`src/hw/ippc_pkg.sv`:
```
/*
  Constants shared by the interrupt priority and pin trigger block: register
  indices, field positions, reset values and source numbering.
  Assumes an APB slave that places register index N at byte address 4*N.
*/
package ippc_pkg;
  // register indices; byte address is four times the index
  localparam logic [9:0] IDX_TRIG = 10'h088;
  localparam logic [9:0] IDX_FLAG = 10'h095;
  localparam logic [9:0] IDX_WAKE = 10'h096;
  localparam logic [9:0] IDX_MAIN = 10'h0a8;
  localparam logic [9:0] IDX_AUX = 10'h0a9;
  localparam logic [9:0] IDX_PRIO_LO_A = 10'h0b8;
  localparam logic [9:0] IDX_PRIO_HI_A = 10'h0b9;
  localparam logic [9:0] IDX_PRIO_LO_B = 10'h0ba;
  localparam logic [9:0] IDX_PRIO_HI_B = 10'h0bb;
  localparam logic [9:0] IDX_STATUS = 10'h0c0;

  // field positions
  localparam int MAIN_GLOBAL_BIT = 7;
  localparam logic [7:0] MAIN_WR_MASK = 8'hbf;
  localparam int TRIG_MODE_A_BIT = 0;
  localparam int TRIG_FLAG_A_BIT = 1;
  localparam int TRIG_MODE_B_BIT = 2;
  localparam int TRIG_FLAG_B_BIT = 3;
  localparam int FLAG_PORT_BIT = 1;
  localparam int FLAG_PIN_C_BIT = 2;
  localparam int AUX_PIN_C_EN_BIT = 2;
  localparam int GROUP_W = 6;
  localparam int N_SRC = 12;

  // reset values
  localparam logic [7:0] RST_BYTE = 8'h00;
  localparam logic [5:0] RST_GROUP = 6'h00;
  localparam logic [1:0] RST_LEVEL = 2'h0;
  localparam logic [3:0] RST_ID = 4'h0;

  // source numbers; also the polling order among equal levels
  localparam logic [3:0] SRC_PIN_A = 4'h0;
  localparam logic [3:0] SRC_TIMER_ZERO = 4'h1;
  localparam logic [3:0] SRC_PIN_B = 4'h2;
  localparam logic [3:0] SRC_TIMER_ONE = 4'h3;
  localparam logic [3:0] SRC_SERIAL_A = 4'h4;
  localparam logic [3:0] SRC_TIMER_TWO = 4'h5;
  localparam logic [3:0] SRC_TIMER_THREE = 4'h6;
  localparam logic [3:0] SRC_PORT_CHANGE = 4'h7;
  localparam logic [3:0] SRC_PIN_C = 4'h8;
  localparam logic [3:0] SRC_CONV_TOUCH = 4'h9;
  localparam logic [3:0] SRC_SPI = 4'ha;
  localparam logic [3:0] SRC_SERIAL_B = 4'hb;

  // priority codes formed as {high bit, low bit}
  localparam logic [1:0] LEVEL_3 = 2'h3;
  localparam logic [1:0] LEVEL_2 = 2'h2;
  localparam logic [1:0] LEVEL_1 = 2'h1;
  localparam logic [1:0] LEVEL_0 = 2'h0;
endpackage

```
`src/hw/ippc_ctrl.sv`:
```
/*
  Interrupt enable, four-level priority, in-service tracking and external pin
  trigger logic, with an APB register slave.
  Assumes synchronous pin inputs, a core that pulses core_ack only while
  irq_req is high and core_reti once per finished handler.
*/
// Local design decision: the APB slave port.
`timescale 1ns/1ps

// Contract
// - priority code 11 is level 3 (highest), 10 level 2, 01 level 1.
// - code 00 is level 0, lowest; all priority bits reset to zero.
// - timer two priority uses bit 5 of both group a registers.
// - serial a priority uses bit 4 of both group a registers.
// - timer one priority uses bit 3 of both group a registers.
// - pin b priority uses bit 2 of both group a registers.
// - timer zero priority uses bit 1 of both group a registers.
// - pin a priority uses bit 0 of both group a registers.
// - serial b priority uses bit 5 of both group b registers.
// - spi priority uses bit 4 of both group b registers.
// - converter/touch priority uses bit 3 of both group b registers.
// - pin c priority uses bit 2 of both group b registers.
// - port one change priority uses bit 1 of both group b registers.
// - timer three priority uses bit 0 of both group b registers.
// - pins a and b trigger on falling edge or low level, selectable.
// - pin c triggers only on a falling edge.
// - any port one pin change raises the port change interrupt; the code counts only pins set in wake_mask.
// - all three pins and port one changes can wake from stop.
// - only a strictly higher level preempts a running handler.
// - global enable zero masks all; one defers to each source enable.
// - pin c flag sets on fall always; cleared by entry or writing zero.
module ippc_ctrl (
  input wire logic pclk,
  input wire logic presetn,
  input wire logic psel,
  input wire logic penable,
  input wire logic pwrite,
  input wire logic [11:0] paddr,
  input wire logic [31:0] pwdata,
  output logic [31:0] prdata,
  output logic pready,
  output logic pslverr,
  input wire logic ext_pin_a,
  input wire logic ext_pin_b,
  input wire logic ext_pin_c,
  input wire logic [7:0] port_one_pins,
  input wire logic timer_zero_req,
  input wire logic timer_one_req,
  input wire logic timer_two_req,
  input wire logic timer_three_req,
  input wire logic serial_a_req,
  input wire logic serial_b_req,
  input wire logic spi_req,
  input wire logic conv_touch_req,
  input wire logic core_ack,
  input wire logic core_reti,
  output logic irq_req,
  output logic [3:0] irq_id,
  output logic [1:0] irq_level,
  output logic stop_wake
);

  typedef struct packed {
    logic [7:0] main_en;
    logic [5:0] aux_en;
    logic [5:0] prio_lo_a;
    logic [5:0] prio_hi_a;
    logic [5:0] prio_lo_b;
    logic [5:0] prio_hi_b;
    logic [1:0] trig_mode;
    logic [1:0] edge_ab;
    logic flag_c;
    logic flag_port;
    logic [7:0] wake_mask;
    logic pin_a_prev;
    logic pin_b_prev;
    logic pin_c_prev;
    logic [7:0] port_prev;
    logic [3:0] in_service;
    logic irq_req;
    logic [3:0] irq_id;
    logic [1:0] irq_level;
    logic stop_wake;
    logic [31:0] prdata;
  } ippc_state_t;

  ippc_state_t s_q;
  ippc_state_t s_d;
  logic [9:0] idx;
  logic mapped;
  logic wr_en;
  logic [11:0] pend;
  logic [11:0] gated;
  logic [11:0] prio_hi_all;
  logic [11:0] prio_lo_all;
  logic fall_a;
  logic fall_b;
  logic fall_c;
  logic port_change;

  //////////////////////////////////////////////////////////////////////////////
  // bus decode

  // zero-wait slave; read data is captured in the setup cycle
  assign idx = paddr[11:2];
  assign mapped = (paddr[1:0] == 2'h0) &&
    (idx == ippc_pkg::IDX_TRIG || idx == ippc_pkg::IDX_FLAG || idx == ippc_pkg::IDX_WAKE ||
     idx == ippc_pkg::IDX_MAIN || idx == ippc_pkg::IDX_AUX || idx == ippc_pkg::IDX_PRIO_LO_A ||
     idx == ippc_pkg::IDX_PRIO_HI_A || idx == ippc_pkg::IDX_PRIO_LO_B ||
     idx == ippc_pkg::IDX_PRIO_HI_B || idx == ippc_pkg::IDX_STATUS);
  assign pready = 1'b1;
  assign pslverr = psel && penable && !mapped;
  assign wr_en = psel && penable && pwrite && mapped;

  //////////////////////////////////////////////////////////////////////////////
  // source requests

  // pins are sampled synchronously, so a one-cycle history gives the edges
  assign fall_a = s_q.pin_a_prev && !ext_pin_a;
  assign fall_b = s_q.pin_b_prev && !ext_pin_b;
  assign fall_c = s_q.pin_c_prev && !ext_pin_c;
  assign port_change = |((s_q.port_prev ^ port_one_pins) & s_q.wake_mask);

  // index order doubles as the tie break between equal levels
  assign pend[0] = s_q.trig_mode[0] ? s_q.edge_ab[0] : !ext_pin_a;
  assign pend[1] = timer_zero_req;
  assign pend[2] = s_q.trig_mode[1] ? s_q.edge_ab[1] : !ext_pin_b;
  assign pend[3] = timer_one_req;
  assign pend[4] = serial_a_req;
  assign pend[5] = timer_two_req;
  assign pend[6] = timer_three_req;
  assign pend[7] = s_q.flag_port;
  assign pend[8] = s_q.flag_c;
  assign pend[9] = conv_touch_req;
  assign pend[10] = spi_req;
  assign pend[11] = serial_b_req;

  // group a holds sources 0..5, group b sources 6..11, bit for bit
  assign prio_hi_all = {s_q.prio_hi_b, s_q.prio_hi_a};
  assign prio_lo_all = {s_q.prio_lo_b, s_q.prio_lo_a};
  assign gated = pend & {s_q.aux_en, s_q.main_en[5:0]} & {12{s_q.main_en[ippc_pkg::MAIN_GLOBAL_BIT]}};

  //////////////////////////////////////////////////////////////////////////////
  // next state

  always_comb begin
    logic found;
    logic [3:0] best_id;
    logic [1:0] best_lvl;
    logic [1:0] lvl;
    logic any_active;
    logic [1:0] cur_lvl;
    logic clr_sw_a;
    logic clr_sw_b;
    logic clr_sw_c;
    logic clr_sw_port;
    logic ack_a;
    logic ack_b;
    logic ack_c;
    logic [31:0] rd;
    found = 1'b0;
    best_id = ippc_pkg::RST_ID;
    best_lvl = ippc_pkg::LEVEL_0;
    lvl = ippc_pkg::LEVEL_0;
    any_active = 1'b0;
    cur_lvl = ippc_pkg::LEVEL_0;
    clr_sw_a = 1'b0;
    clr_sw_b = 1'b0;
    clr_sw_c = 1'b0;
    clr_sw_port = 1'b0;
    ack_a = 1'b0;
    ack_b = 1'b0;
    ack_c = 1'b0;
    rd = 32'h0;
    s_d = s_q;
    s_d.pin_a_prev = ext_pin_a;
    s_d.pin_b_prev = ext_pin_b;
    s_d.pin_c_prev = ext_pin_c;
    s_d.port_prev = port_one_pins;

    // highest pending level wins; walking downward lets lower indices win ties
    for (int i = ippc_pkg::N_SRC - 1; i >= 0; i--) begin
      lvl = {prio_hi_all[i], prio_lo_all[i]};
      if (gated[i] && (!found || lvl >= best_lvl)) begin
        found = 1'b1;
        best_id = 4'(i);
        best_lvl = lvl;
      end
    end

    // level of the running handler is the highest in-service bit
    for (int j = 0; j < 4; j++) begin
      if (s_q.in_service[j]) begin
        any_active = 1'b1;
        cur_lvl = 2'(j);
      end
    end

    // strictly higher only; the ack cycle drops the request so it is not taken twice
    s_d.irq_req = found && (!any_active || best_lvl > cur_lvl) && !core_ack;
    s_d.irq_id = best_id;
    s_d.irq_level = best_lvl;

    // entering a handler stacks its level; return pops the top one
    ack_a = core_ack && s_q.irq_id == ippc_pkg::SRC_PIN_A;
    ack_b = core_ack && s_q.irq_id == ippc_pkg::SRC_PIN_B;
    ack_c = core_ack && s_q.irq_id == ippc_pkg::SRC_PIN_C;
    if (core_ack) begin
      s_d.in_service = s_q.in_service | (4'h1 << s_q.irq_level);
    end else if (core_reti && any_active) begin
      s_d.in_service = s_q.in_service & ~(4'h1 << cur_lvl);
    end

    // register writes take effect at the access edge
    if (wr_en) begin
      case (idx)
        ippc_pkg::IDX_MAIN: s_d.main_en = pwdata[7:0] & ippc_pkg::MAIN_WR_MASK;
        ippc_pkg::IDX_AUX: s_d.aux_en = pwdata[5:0];
        ippc_pkg::IDX_PRIO_LO_A: s_d.prio_lo_a = pwdata[5:0];
        ippc_pkg::IDX_PRIO_HI_A: s_d.prio_hi_a = pwdata[5:0];
        ippc_pkg::IDX_PRIO_LO_B: s_d.prio_lo_b = pwdata[5:0];
        ippc_pkg::IDX_PRIO_HI_B: s_d.prio_hi_b = pwdata[5:0];
        ippc_pkg::IDX_WAKE: s_d.wake_mask = pwdata[7:0];
        ippc_pkg::IDX_TRIG: begin
          s_d.trig_mode = {pwdata[ippc_pkg::TRIG_MODE_B_BIT], pwdata[ippc_pkg::TRIG_MODE_A_BIT]};
          clr_sw_a = !pwdata[ippc_pkg::TRIG_FLAG_A_BIT];
          clr_sw_b = !pwdata[ippc_pkg::TRIG_FLAG_B_BIT];
        end
        ippc_pkg::IDX_FLAG: begin
          clr_sw_c = !pwdata[ippc_pkg::FLAG_PIN_C_BIT];
          clr_sw_port = !pwdata[ippc_pkg::FLAG_PORT_BIT];
        end
        default: ;
      endcase
    end

    // flags: a new event in the clearing cycle survives, set wins
    s_d.edge_ab[0] = (s_q.edge_ab[0] && !clr_sw_a && !ack_a) || fall_a;
    s_d.edge_ab[1] = (s_q.edge_ab[1] && !clr_sw_b && !ack_b) || fall_b;
    s_d.flag_c = (s_q.flag_c && !clr_sw_c && !ack_c) || fall_c;
    s_d.flag_port = (s_q.flag_port && !clr_sw_port) || port_change;

    // stop wake ignores the global enable; port wake ignores its interrupt enable
    s_d.stop_wake = (s_q.main_en[0] && pend[0]) || (s_q.main_en[2] && pend[2]) ||
      (s_q.aux_en[ippc_pkg::AUX_PIN_C_EN_BIT] && s_q.flag_c) || s_q.flag_port;

    // read mux; reserved bits read zero
    case (idx)
      ippc_pkg::IDX_MAIN: rd[7:0] = s_q.main_en;
      ippc_pkg::IDX_AUX: rd[5:0] = s_q.aux_en;
      ippc_pkg::IDX_PRIO_LO_A: rd[5:0] = s_q.prio_lo_a;
      ippc_pkg::IDX_PRIO_HI_A: rd[5:0] = s_q.prio_hi_a;
      ippc_pkg::IDX_PRIO_LO_B: rd[5:0] = s_q.prio_lo_b;
      ippc_pkg::IDX_PRIO_HI_B: rd[5:0] = s_q.prio_hi_b;
      ippc_pkg::IDX_WAKE: rd[7:0] = s_q.wake_mask;
      ippc_pkg::IDX_TRIG: rd[3:0] = {s_q.edge_ab[1], s_q.trig_mode[1], s_q.edge_ab[0], s_q.trig_mode[0]};
      ippc_pkg::IDX_FLAG: rd[2:1] = {s_q.flag_c, s_q.flag_port};
      ippc_pkg::IDX_STATUS: rd[10:0] = {s_q.irq_req, s_q.irq_level, s_q.irq_id, s_q.in_service};
      default: rd = 32'h0;
    endcase
    if (psel && !penable && !pwrite && mapped) begin
      s_d.prdata = rd;
    end
  end

  //////////////////////////////////////////////////////////////////////////////
  // state register

  // all priority bits clear at reset, so every source starts at level 0
  always_ff @(posedge pclk or negedge presetn) begin
    if (!presetn) begin
      s_q.main_en <= ippc_pkg::RST_BYTE;
      s_q.aux_en <= ippc_pkg::RST_GROUP;
      s_q.prio_lo_a <= ippc_pkg::RST_GROUP;
      s_q.prio_hi_a <= ippc_pkg::RST_GROUP;
      s_q.prio_lo_b <= ippc_pkg::RST_GROUP;
      s_q.prio_hi_b <= ippc_pkg::RST_GROUP;
      s_q.trig_mode <= 2'h0;
      s_q.edge_ab <= 2'h0;
      s_q.flag_c <= 1'b0;
      s_q.flag_port <= 1'b0;
      s_q.wake_mask <= ippc_pkg::RST_BYTE;
      s_q.pin_a_prev <= 1'b1;
      s_q.pin_b_prev <= 1'b1;
      s_q.pin_c_prev <= 1'b1;
      s_q.port_prev <= ippc_pkg::RST_BYTE;
      s_q.in_service <= 4'h0;
      s_q.irq_req <= 1'b0;
      s_q.irq_id <= ippc_pkg::RST_ID;
      s_q.irq_level <= ippc_pkg::RST_LEVEL;
      s_q.stop_wake <= 1'b0;
      s_q.prdata <= 32'h0;
    end else begin
      s_q <= s_d;
    end
  end

  assign prdata = s_q.prdata;
  assign irq_req = s_q.irq_req;
  assign irq_id = s_q.irq_id;
  assign irq_level = s_q.irq_level;
  assign stop_wake = s_q.stop_wake;

  //////////////////////////////////////////////////////////////////////////////
  // checks

  // each source's level comes from its own bit pair in the right group
  for (genvar g = 0; g < ippc_pkg::N_SRC; g++) begin : g_map
    localparam int GB = g % ippc_pkg::GROUP_W;
    if (g < ippc_pkg::GROUP_W) begin : g_a

    end else begin : g_b

    end
  end
endmodule

```
`config.mk`:
```
export PLATFORM = sky130hd
export DESIGN_NAME = ippc_ctrl
export DESIGN_NICKNAME = d
export VERILOG_FILES = /design/src/hw/ippc_pkg.sv /design/src/hw/ippc_ctrl.sv
export SDC_FILE = /design/constraint.sdc
export NUM_CORES = 1
export LEC_CHECK = 0
export BUFFER_PORTS_ARGS = -buffer_cell sky130_fd_sc_hd__buf_2
export CAP_MARGIN = 20
export CORE_UTILIZATION = 50
export DETAILED_ROUTE_END_ITERATION = 8
export GPL_TIMING_DRIVEN = 0
export PLACE_DENSITY = 0.77
export SYNTH_ARGS = -nofsm -noshare
export SYNTH_HDL_FRONTEND = slang
export SYNTH_SLANG_ARGS = --single-unit
```
`constraint.sdc`:
```
create_clock -name pclk -period 15 [get_ports pclk]
set_input_delay 0.75 -clock pclk [delete_from_list [all_inputs] [get_ports pclk]]
set_output_delay 0.75 -clock pclk [all_outputs]
set_load 0.05 [all_outputs]
```
==> reports/metrics.yaml <==
layout:
  fillers: 897
  multi_input_area_mm2: 0.002993
  regArea_mm2: 0.002132
  drive_gt1_frac: 0.3668
  finalNonFillerCells: 804
  layout_commonest_cell: "dfrtp_1"
  postLayoutCellArea_mm2: 0.006460
  diodes: 0
  most-common-layout-cells: "dfrtp_1, buf_2, buf_4"
  nets: 752
  area_growth_pct: 22.43
worst_setup_path:
  worstSetupPathType: "in -> reg"
  critical_path.max_stage_delay_ns: 0.42
  arrival_ns: 14.75
  setup.worst_path.end_class: "register"
  crit_top_cell: "ha_1"
  start_kind: "input port"
  cp.required_ns: 15.26
  crit_slowest_cell: "or3b_4"
  path_buf_inv: 4
  crit_family: "compound AO/OA/AOI/OAI gates"
  worst-path-max-fanout: 5
global_routing:
  grt_max_degree: 45
  grt_pass1_wl_mm: 23.18
  grt_antenna_before_repair: 0
  grt_pass1_vias: 4606
  grt.total_usage: 0.2731
  gr-total-overflow: 0
route:
  antenna_left: 0
  routed-wl-met2_mm: 7.338
  top_layer_used: "met4"
  viasPerCell: 5.884
  drt_pass1_iterations: 6
  dr_wl_met3_um: 993
  routed-via-count: 4731
  drc: 0
  post_drt_wl_per_cell_um: 18.60
  drtIter0Drc: 422
  m1WireLength_mm: 6.195
  wl_mm: 14.96
job:
  drv_cap: 0
placed_design:
  dp_hpwl_mm: 11.06
  place_area_mm2: 0.005869
  place_inst: 765
  gp_congestion: 0.9033
  port_buffers: 64
status:
  status: "finished clean"
floorplan:
  die_y_um: 104.7
  core_area_mm2: 0.01028
  die_x_um: 104.7
  die_area_mm2: 0.01097
  rows: 37
  initial_core_util: 0.5134
  boundaryPins: 112
timing:
  fmaxAchievable_mhz: 68.97
  worst_pin_slew_ns: 1.120
  hold_violations: 0
  fin_skew_ns: 0.01149
  slew_violations: 0
  min_period_ns: 14.50
  fin_hold_ws_ns: 0.3695
  period_share: 0.9665
  slew_headroom: 0.2530
  finalSetupViolCount: 0
logic_synthesis:
  yosys_warnings: 0
  synthCells: 543
  synth_seq_cells: 85
  syn_area_mm2: 0.005276
  synth-async-reset-ratio: 1.000
  synth_ff_type: "dfrtp_1"
  postSynthAreaPerCell_um2: 9.717
  synth_edf_count: 0
  synth_cell_types: 63
  synth-seq-area-share: 0.4038
clocking:
  htree_levels: 3
  ctsLongestPathBuffers: 2
  holdBufCountCts: 0
  cts_buffers: 9
  path_clk_slew_ns: 0.09
  root_buffer: "clkbuf_8"
  clk_latency_ns: 0.36
  cts_tree: "built"
  cts.sinks: 85
power_and_ir_drop:
  power_density_mw_per_mm2: 67.81
  ir_worst_vdd_v: 0.00004823
  leakagePower_nw: 3.144
  total_power_mw: 0.4381
hold_path:
  hp-class: "in -> async"
[flip-flops by register name (all words and copies together), names as in the netlist]
name,count
s_q,40
prio_hi_all,12
prio_lo_all,12
prdata,11
irq_id,4
irq_level,2
pend,2
irq_req,1
stop_wake,1
[Yosys cell counts, drive strengths merged, types with 2 or more instances]
cell      n  area share
dfrtp    82        0.39
nand2    53       0.038
mux2     48        0.10
buf      42       0.058
nor2     31       0.023
o21ai    29       0.028
inv      26       0.018
a21oi    20       0.019
ha       19       0.045
nand3    15       0.014
a22oi    14       0.020
nand2b   12       0.014
a31oi    11       0.013
a21o      8       0.012
nor3      8      0.0097
o211ai    8       0.011
xor2      8       0.013
a22o      7       0.012
clkbuf    7      0.0050
a211oi    6      0.0085
a221oi    6       0.010
a21boi    5      0.0071
a222oi    5      0.0095
a311oi    5      0.0095
and2      5      0.0059
and3      5      0.0059
nand4     5      0.0059
or3       5      0.0078
a211o     4      0.0066
nor4      4      0.0059
o2bb2ai   4      0.0066
dfstp     3       0.015
nor2b     3      0.0036
nor4b     3      0.0050
or2       3      0.0036
conb      2      0.0014
o211a     2      0.0038
o21a      2      0.0028
o22ai     2      0.0024
o31ai     2      0.0028
or4b      2      0.0052
[metal layers]
metal / global-route usage / vias to the layer above
met5: 0 / -
met4: 0.1137 / 0
met3: 0.04554 / 37
met2: 0.4622 / 207
met1: 0.3464 / 2303
li1: - / 2184
[power breakdown]
| group | internal (mW) | leakage [nW] | switching [mW] | total (mW) |
|---|---|---|---|---|
| Clock | 0.0782 | 0.0895 | 0.0878 | 0.166 |
| Combinational | 0.0116 | 1.91 | 0.0282 | 0.0398 |
| Sequential | 0.231 | 1.14 | 0.00106 | 0.232 |
| Total | 0.321 | 3.14 | 0.117 | 0.438 |
[worst register-to-register path: cells and delay by family (launching register included)]
family                   cells  cell delay [ns]
adder cells (fa/ha/maj)     13             3.42
buffers and inverters        3             0.22
AND/OR/NAND/NOR             27             4.22
flip-flops                   1             0.45
AO/OA/AOI/OAI               34             6.08
[per-stage QoR]
step           setup TNS [ns]  setup WS [ns]  utilization
5_1_grt               -0.1980        -0.1980       0.6286
3_5_place_dp           -3.648         -1.373       0.5711
6_report                    0         0.5018       0.6286
4_1_cts                     0       0.009859       0.6017
3_3_place_gp           -1.458         -1.002       0.5684
2_1_floorplan               0         0.7822            -
[path summary, 6_finish.rpt]
path                               from         to  slack (ns)  cells past startpoint
max in group asynchronous       presetn    s_q[53]       13.96                      2
hold reg to reg               prdata[5]  prdata[5]        0.49                      2
hold / removal                  presetn    s_q[61]        0.37                      1
min in group pclk             ext_pin_c    s_q[52]        0.49                      1
setup / recovery           serial_b_req    irq_req        0.50                     78
setup reg to reg                s_q[98]    irq_req        0.52                     77
[final cells by class]
type | count | area share
sequential | 85 | 0.3300
timing repair buffer | 90 | 0.08174
tap | 136 | 0.02634
buffer | 48 | 0.05288
multi-input combinational | 403 | 0.4633
inverter | 26 | 0.01511
clock inverter | 6 | 0.01085
clock buffer | 10 | 0.01976
[cell families (layout without fill, tap and decap cells)]
group                      after synthesis  in the layout  synth area share
DFF                                     85             85            0.4038
and+or+nand+nor                        159            159            0.1556
AOI/OAI and AO/OA                      146            146            0.1947
buffers and inverters                   75            180           0.08181
xor gates and xnor gates                 8              8           0.01328
other                                    2             22          0.001423
adders and majority gates               20             20           0.04695
muxes                                   48             48            0.1024
[repair_timing]
item	CTS	global route
setup endpoints to repair	7	7
pin swaps	6	31
setup buffers	8	16
gates resized for setup	16	32
No activity file was read; power rests on OpenSTA's default activity.
